### src/speed_pkg.sv
// Constants shared by the spindle speed discriminator.
// Assumes a single 10 MHz system clock and synchronous pin inputs.
package speed_pkg;
    localparam int unsigned CLOCK_HZ = 10000000;
    localparam int unsigned COUNT_W = 12;
    localparam logic [11:0] COUNT_HIGH = 12'h56c;
    localparam logic [11:0] COUNT_LOW = 12'h682;
    localparam int unsigned RPM_SCALE = 60;
    localparam int unsigned LOCK_HZ_HIGH = 360;
    localparam int unsigned LOCK_HZ_LOW = 300;
    localparam int unsigned SYNC_STAGES = 2;
    localparam logic [1:0] RESET_SYNC_INIT = 2'h0;
    localparam logic [11:0] COUNT_RESET = 12'h000;

    typedef enum logic [1:0] {
        ERR_IDLE = 2'b00,
        ERR_SLOW = 2'b01,
        ERR_FAST = 2'b10
    } err_state_e;
endpackage

### src/spindle_speed_discriminator.sv
// Digital speed servo core: reference divider, tach period discriminator,
// standby control and thermal shutdown gating.
// Assumes osc_clock_in is a synchronous enable-free level on clock and that
// tach_pulse_out and the over-temperature flag are synchronous levels.
//
// Contract
// - Reference clock is oscillator divided by two.
// - Tach input is a rectangular pulse train.
// - Count reference ticks, pulse error by difference.
// - Count 1388 when select high, else 1666.
// - Speed equals 60 fref over 2n over z.
// - Run low operates, run high is standby.
// - Bias switch open in standby, closed running.
// - Shut down at 170 C, restore at 140 C.
// - Lock tach at 360 Hz high, 300 Hz low.
module spindle_speed_discriminator
    import speed_pkg::*;
#(
    parameter int unsigned TOOTH_NUMBER = 1
) (
    input wire logic clock,
    input wire logic nrst,
    input wire logic osc_clock_in,
    input wire logic tach_pulse_out,
    input wire logic speed_select,
    input wire logic run_standby_ctrl,
    input wire logic temp_hot_170,
    input wire logic temp_cool_140,
    output logic osc_clock_out,
    output logic ref_clock,
    output logic bias_switch_on,
    output logic drive_enable,
    output logic discriminator_error_out,
    output logic discriminator_error_oe,
    output logic [COUNT_W-1:0] last_period
);

    // ----------------------------------------------------------------
    // Reset release
    // ----------------------------------------------------------------
    logic [1:0] rst_sync_q;
    logic rst_n;

    always_ff @(posedge clock or negedge nrst) begin
        if (!nrst) begin
            rst_sync_q <= RESET_SYNC_INIT;
        end else begin
            rst_sync_q <= {rst_sync_q[0], 1'b1};
        end
    end
    assign rst_n = rst_sync_q[1];

    // ----------------------------------------------------------------
    // Standby and thermal shutdown
    // ----------------------------------------------------------------
    logic hot_q;
    logic active;

    always_ff @(posedge clock or negedge rst_n) begin
        if (!rst_n) begin
            hot_q <= 1'b0;
        end else if (temp_hot_170) begin
            hot_q <= 1'b1;
        end else if (temp_cool_140) begin
            hot_q <= 1'b0;
        end
    end

    assign active = !run_standby_ctrl && !hot_q;
    assign bias_switch_on = active;
    assign drive_enable = active;
    assign osc_clock_out = !osc_clock_in;

    // ----------------------------------------------------------------
    // Reference divider
    // ----------------------------------------------------------------
    logic osc_d1_q;
    logic ref_q;
    logic ref_tick;

    always_ff @(posedge clock or negedge rst_n) begin
        if (!rst_n) begin
            osc_d1_q <= 1'b0;
            ref_q <= 1'b0;
        end else begin
            osc_d1_q <= osc_clock_in;
            if (osc_clock_in && !osc_d1_q) begin
                ref_q <= !ref_q;
            end
        end
    end
    assign ref_tick = osc_clock_in && !osc_d1_q && ref_q;
    assign ref_clock = ref_q;

    // ----------------------------------------------------------------
    // Tach synchroniser
    // ----------------------------------------------------------------
    logic [SYNC_STAGES-1:0] tach_sync_q;
    logic tach_prev_q;
    logic tach_rise;

    always_ff @(posedge clock or negedge rst_n) begin
        if (!rst_n) begin
            tach_sync_q <= '0;
            tach_prev_q <= 1'b0;
        end else begin
            tach_sync_q <= {tach_sync_q[0], tach_pulse_out};
            tach_prev_q <= tach_sync_q[1];
        end
    end
    // rising edge marks one tach period
    assign tach_rise = tach_sync_q[1] && !tach_prev_q;

    // ----------------------------------------------------------------
    // Discriminator
    // ----------------------------------------------------------------
    function automatic logic [COUNT_W-1:0] target(input logic sel);
        return sel ? COUNT_HIGH : COUNT_LOW;
    endfunction

    logic [COUNT_W-1:0] count_q;
    logic [COUNT_W-1:0] count_d;
    logic [COUNT_W-1:0] err_len_q;
    logic [COUNT_W-1:0] goal;
    err_state_e err_q;
    logic at_goal;

    // target is half the count in oscillator periods
    assign goal = target(speed_select);
    // Saturate at or above the goal, so that a switch to the shorter count
    // in mid-period holds the counter instead of letting it wrap.
    assign at_goal = (count_q >= goal);
    assign count_d = count_q + 12'h001;

    // measure tach period in reference ticks
    always_ff @(posedge clock or negedge rst_n) begin
        if (!rst_n) begin
            count_q <= COUNT_RESET;
            last_period <= COUNT_RESET;
        end else if (!active) begin
            count_q <= COUNT_RESET;
        end else if (tach_rise) begin
            count_q <= COUNT_RESET;
            last_period <= count_q;
        end else if (ref_tick && !at_goal) begin
            count_q <= count_d;
        end
    end

    always_ff @(posedge clock or negedge rst_n) begin
        if (!rst_n) begin
            err_q <= ERR_IDLE;
            err_len_q <= COUNT_RESET;
        end else if (!active) begin
            err_q <= ERR_IDLE;
            err_len_q <= COUNT_RESET;
        end else if (tach_rise) begin
            if (count_q < goal) begin
                err_q <= ERR_FAST;
                err_len_q <= 12'(goal - count_q);
            end else begin
                err_q <= ERR_IDLE;
                err_len_q <= COUNT_RESET;
            end
        end else if (ref_tick && at_goal) begin
            err_q <= ERR_SLOW;
            err_len_q <= 12'h001;
        end else if (ref_tick && err_len_q != COUNT_RESET) begin
            err_len_q <= err_len_q - 12'h001;
            if (err_len_q == 12'h001 && err_q == ERR_FAST) begin
                err_q <= ERR_IDLE;
            end
        end
    end

    always_comb begin
        case (err_q)
            ERR_FAST: begin
                discriminator_error_out = 1'b0;
                discriminator_error_oe = 1'b1;
            end
            ERR_SLOW: begin
                discriminator_error_out = 1'b1;
                discriminator_error_oe = 1'b1;
            end
            default: begin
                discriminator_error_out = 1'b0;
                discriminator_error_oe = 1'b0;
            end
        endcase
    end
endmodule

### config.mk
export PLATFORM = sky130hd
export DESIGN_NAME = spindle_speed_discriminator
export DESIGN_NICKNAME = d
export VERILOG_FILES = /design/src/speed_pkg.sv /design/src/spindle_speed_discriminator.sv
export SDC_FILE = /design/constraint.sdc
export NUM_CORES = 1
export LEC_CHECK = 0
export ABC_AREA = 1
export ABC_CLOCK_PERIOD_IN_PS = 2009
export BUFFER_PORTS_ARGS = -buffer_cell sky130_fd_sc_hd__clkbuf_2
export CELL_PAD_IN_SITES_DETAIL_PLACEMENT = 0
export CELL_PAD_IN_SITES_GLOBAL_PLACEMENT = 2
export CORE_AREA = 2 2 78 118
export CTS_BUF_LIST = sky130_fd_sc_hd__clkbuf_8
export DETAILED_ROUTE_END_ITERATION = 10
export DIE_AREA = 0 0 80 120
export MAX_ROUTING_LAYER = met4
export PLACE_DENSITY_LB_ADDON = 0.05
export REMOVE_ABC_BUFFERS = 1
export SLEW_MARGIN = 15
export SYNTH_ARGS = -nofsm -noshare
export SYNTH_HDL_FRONTEND = slang
export SYNTH_SLANG_ARGS = --single-unit
### constraint.sdc
create_clock -name clock -period 2.01 [get_ports clock]
set_clock_uncertainty 0.05 [all_clocks]
set_input_delay 0.402 -clock clock [delete_from_list [all_inputs] [get_ports clock]]
set_output_delay 0.402 -clock clock [all_outputs]
set_load 0.005 [all_outputs]
# Word level (Yosys, flattened, before mapping)
# Index checks and enable logic that the tools add are counted.
[totals]
reg_bits = 46
out_inout_bits = 18
elab_cells = 60
[op_classes]
addsub = 3
magnitude_cmp = 2
eq_ne = 6
n_mux = 19
reduce_logical = 20
[op_table]
columns = ["op", "count"]
rows = [
  ["12-bit two-way mux", 8],
  ["12-bit by 1-bit adder with 12-bit output, second input constant", 1],
  ["12-bit by 1-bit equality test with 1-bit output, second input constant", 1],
  ["12-bit by 11-bit >= comparator with 1-bit output", 1],
  ["12-bit by 11-bit less-than comparator with 1-bit output", 1],
  ["2-bit two-way mux", 6],
  ["12-bit nonzero test", 1],
  ["11-bit by 12-bit subtractor with 12-bit output", 1],
  ["12-bit by 1-bit subtractor with 12-bit output, second input constant", 1],
  ["10-bit two-way mux", 1],
  ["1-bit logical AND", 8],
  ["4-bit by 1-bit inequality test with 1-bit output, second input constant", 2],
  ["1-bit logical NOT", 7],
  ["1-bit two-way mux", 4],
  ["2-bit AND reduction", 2],
  ["3-bit by 1-bit inequality test with 1-bit output, second input constant", 1],
  ["2-bit by 1-bit equality test with 1-bit output, second input constant", 1],
  ["2-bit equality test, second input constant", 1],
  ["2-bit nonzero test", 1],
  ["2-bit OR reduction", 1],
]

# Longest topological paths before layout
[depth]
ltp_word = 8
depth_mapped = 16

# Least setup slack after synthesis
# Ideal clock, no wire load.
[synth_path]
kind = "input to register"
start = "input speed_select"
end = "register err_len_q[2]"
setup_ns = 0.116
t_arrival_ns = 1.860
required_time_ns = 1.844
path_slack_ns = -0.016
path_stages = 13
path_buffers = 1
cell_sequence = "inv_1 fa_1 nand3_1 nand3_2 nand3_2 nand3_2 nand2_4 nand2_4 buf_4 nand3_1 nand2_1 nand2_2 nand2_1"
[synth_via]
elab_chain_cells = 6
[synth_lines]
columns = ["element", "line_no", "source"]
rows = [
  ["from (decl)", "spindle_speed_discriminator.sv:25", "input wire logic speed_select,"],
  ["10-bit two-way mux (*)", "spindle_speed_discriminator.sv:118", "return sel ? COUNT_HIGH : COUNT_LOW;"],
  ["12-bit by 11-bit >= comparator with 1-bit output", "spindle_speed_discriminator.sv:132", "assign at_goal = (count_q >= goal);"],
  ["1-bit logical AND", "spindle_speed_discriminator.sv:165", "end else if (ref_tick && at_goal) begin"],
  ["12-bit two-way mux", "spindle_speed_discriminator.sv:165", ""],
  ["12-bit two-way mux", "spindle_speed_discriminator.sv:157", "end else if (tach_rise) begin"],
  ["12-bit two-way mux", "spindle_speed_discriminator.sv:154", "end else if (!active) begin"],
  ["to (signal assigned)", "spindle_speed_discriminator.sv:160", "err_len_q <= 12'(goal - count_q);"],
  ["to (signal assigned)", "spindle_speed_discriminator.sv:169", "err_len_q <= err_len_q - 12'h001;"],
  ["to (decl)", "spindle_speed_discriminator.sv:123", "logic [COUNT_W-1:0] err_len_q;"],
]
# Every way passes the cells marked *; elsewhere a longest branch is shown, timed or not.
# A chain may end at the register's enable or synchronous reset.

# Final worst setup path
[layout_path]
start = "register count_q[7]"
end = "register err_len_q[6]"
[layout_via]
elab_chain_cells = 5
[layout_lines]
columns = ["element", "line_no", "source"]
rows = [
  ["from (decl)", "spindle_speed_discriminator.sv:121", "logic [COUNT_W-1:0] count_q;"],
  ["from (signal assigned)", "spindle_speed_discriminator.sv:146", "count_q <= count_d;"],
  ["12-bit by 11-bit >= comparator with 1-bit output", "spindle_speed_discriminator.sv:132", ""],
  ["1-bit logical AND", "spindle_speed_discriminator.sv:165", ""],
  ["12-bit two-way mux", "spindle_speed_discriminator.sv:165", ""],
  ["12-bit two-way mux", "spindle_speed_discriminator.sv:157", ""],
  ["12-bit two-way mux", "spindle_speed_discriminator.sv:154", ""],
]
# Several ways; a longest one is shown, not always the timed one.

==> impl_metrics.py <==
metrics = {
    "outcome": {
        "status": "completed",
    },
    "floorplan": {
        "die_x_um": 80,
        "num_rows": 42,
        "fp.coreArea_um2": 8620,
        "dieArea_um2": 9600,
        "die_y_um": 120,
        "io_pins": 26,
        "start_util": 0.350,
    },
    "sta": {
        "worst_slack_ns": 0.0691,
        "layout_min_cycle_time_ns": 1.94,
        "fmax_ghz": 0.515,
        "hold_viol_final": 0,
        "grt_setup_unrepaired": "yes",
        "slew_headroom": 0.642,
        "drv_slew": 0,
        "tightest_slew_ns": 0.536,
        "finalSetupViolations": 0,
        "finalCritPeriodShare": 0.966,
    },
    "pwr": {
        "p_leak_nw": 2.02,
        "netSwitchingPower_w": 0.000704,
        "pwr-share-comb": 0.250,
        "powerDensity_nw_per_um2": 549,
        "clockPowerShare": 0.301,
        "power_frac_seq": 0.449,
        "peakVddDrop_mv": 0.254,
        "power.internal_w": 0.00151,
        "swShare": 0.318,
    },
    "synth": {
        "synthXorXnorAreaFrac": 0.0436,
        "yosys_register_bits": 46,
        "synth_compound_area_frac": 0.0918,
        "synth_mux_area_frac": 0,
        "synthesis.area_um2": 3010,
        "async_flop_share": 1.00,
        "avgSynthCellArea_um2": 7.63,
        "ys_seq_area_frac": 0.382,
        "syn-instance-count": 395,
        "synth-edff-count": 0,
        "synth-adder-area-share": 0.0689,
        "yosys.area_share.simple": 0.333,
        "ys_warn_count": 0,
        "synth_top_family_by_area": "simple AND/OR/NAND/NOR gates",
        "synth_cell_types": 34,
        "synth_ff_type": "dfrtp_1",
    },
    "drt": {
        "ant_nets": 0,
        "drc_errors": 0,
        "wl_per_cell_um": 14.2,
        "first_iter_violations": 72,
        "wl_mm": 8.38,
        "via_per_inst": 4.69,
        "drt_pass1_iterations": 4,
        "dr_total_vias": 2779,
    },
    "cts": {
        "h-tree-depth": 2,
        "cts-root-buf": "clkbuf_8",
        "clockBufferDepth": 2,
        "tritoncts": "yes",
        "insertion_delay_ns": 0.32,
        "clk_pin_slew_ns": 0.09,
        "clock_sinks": 46,
        "cts_buffers": 5,
    },
    "setup_path": {
        "cp-end-kind": "register",
        "crit_arrival_ns": 2.15,
        "crit_type": "reg2reg",
        "start_kind": "register",
        "required_ns": 2.22,
        "critPathLaunch": "count_q[7]$_DFFE_PN0P_",
        "reg2reg_from": "count_q[7]$_DFFE_PN0P_",
        "path_max_fanout": 6,
    },
    "grt": {
        "antenna_found_initial": 0,
        "grt_max_degree": 25,
        "grt_pass1_vias": 2757,
        "grt_use_total": 0.189,
        "grt_overflow": 0,
        "grt_pass1_wl_mm": 13.6,
    },
    "run": {
        "drv_cap": 0,
    },
    "placed_design": {
        "post-place-ws_ns": -0.277,
        "gp_congestion": 0.866,
        "dp_hpwl_mm": 6.58,
        "portBuffers": 25,
        "dp_cells": 578,
    },
    "final_layout": {
        "postLayoutCoreUtil": 0.467,
        "diodes": 0,
        "syn2layout_area_growth_pct": 33.7,
        "drive_gt1_frac": 0.326,
        "instances_no_fill": 592,
        "layout_commonest_cell": "nand2_1",
        "fin_nets": 505,
        "final_cell_mix": "nand2_1, buf_4, dfrtp_1",
        "n_fill_cell": 925,
    },
    "worst_hold_path": {
        "holdCritStartpoint": "tach_pulse_out",
        "min_path_type": "in2reg",
    },
}
## cells by family (layout without fill, tap and decap cells)
kind of cell               Yosys count  after routing
other                                1              1
xor gates and xnor gates            15             15
buffers and inverters               55            142
and+or+nand+nor                    210            210
DFF                                 46             46
AOI/OAI and AO/OA                   52             52
adders and majority gates           16             16
## critical path, stage by stage, from the launching register on
cell and delay [ns]:
dfrtp_1 0.39, inv_2 0.09, ha_4 0.21, a21oi_1 0.22, nand2_2 0.10, nand2_2 0.08, nand3_4 0.10, nand2_4 0.10
nand2_4 0.07, nand3_4 0.09, nand2_2 0.07, inv_4 0.08, clkbuf_16 0.15, nand2_2 0.04, nand2_1 0.05
## repair_timing
action                                  in CTS  in global routing
endpoints found under the setup margin       6                 25
endpoints found under the hold margin        2                  0
buffers inserted                             0                  4
cloned                                       0                  1
pin swaps                                    1                 10
hold buffers                                 1                  0
resized for setup                            3                 39
## state kept, by name (all words and copies together), names as in the netlist
register	count
count_q	12
err_len_q	12
last_period	12
err_q	2
rst_sync_q	2
tach_sync_q	2
hot_q	1
osc_d1_q	1
ref_clock	1
tach_prev_q	1
## through the flow
stage / area, um^2 / power (W) / hold slack, ns / TNS, ns
2_1_floorplan: 2950 / 0.00133 / 0.0564 / -0.727
3_3_place_gp: 3680 / 0.00151 / 0.137 / -5.10
3_5_place_dp: 3680 / 0.00151 / 0.140 / -5.42
4_1_cts: 3820 / 0.00219 / 0.129 / 0
5_1_grt: 4030 / 0.00235 / 0.127 / -0.554
6_report: 4030 / 0.00221 / 0.132 / 0
## synth_stat cells (all sizes together) (2+ instances only)
cell    count  share of area
clkbuf      2         0.0025
nor4        2         0.0062
o21ai      27          0.045
nand4       8          0.022
xnor2       4          0.012
a21oi      18          0.030
inv        46          0.057
buf         7          0.019
xor2       11          0.032
o21a        3         0.0075
ha         15          0.062
nand3      36          0.071
nand2     124           0.17
nor3        8          0.013
nor2       31          0.049
dfrtp      46           0.38
## worst paths after layout
path / endpoint / slack (ns) / depth (start not counted)
hold reg to reg: last_period[3]$_DFFE_PN0P_ / 0.20 / 0
max in group asynchronous: err_len_q[10]$_DFFE_PN0P_ / 1.20 / 1
hold / removal: tach_sync_q[0]$_DFF_PN0_ / 0.13 / 1
setup / recovery: err_len_q[6]$_DFFE_PN0P_ / 0.07 / 14
setup reg to reg: err_len_q[6]$_DFFE_PN0P_ / 0.07 / 14
min in group asynchronous: last_period[3]$_DFFE_PN0P_ / 0.20 / 0
## routing by layer
| metal | share of wire | wire length [um] | GRT usage |
|---|---|---|---|
| met5 | 0 | 0 | - |
| met4 | 0.027 | 226 | 0.0689 |
| met3 | 0.017 | 142 | 0.0263 |
| met2 | 0.56 | 4700 | 0.340 |
| met1 | 0.40 | 3310 | 0.208 |
## power by group through the flow
stage	registers, W	logic, W	clock network, W
6_report	0.000992	0.000553	0.000665
5_1_grt	0.00100	0.000623	0.000726
4_1_cts	0.000993	0.000506	0.000688
3_5_place_dp	0.00101	0.000498	0
3_3_place_gp	0.00101	0.000500	0
2_1_floorplan	0.00101	0.000324	0
## cell type report
cell class / count / area [um^2] / share of cell area
Multi-Input combinational cell: 294 / 1780 / 0.443
Inverter: 46 / 184 / 0.0457
Clock inverter: 1 / 8.76 / 0.00217
Sequential cell: 46 / 1150 / 0.286
Timing Repair Buffer: 88 / 666 / 0.165
Tap cell: 110 / 138 / 0.0342
Clock buffer: 7 / 96.3 / 0.0239
Note: power is estimated with default switching activity, not from simulation.
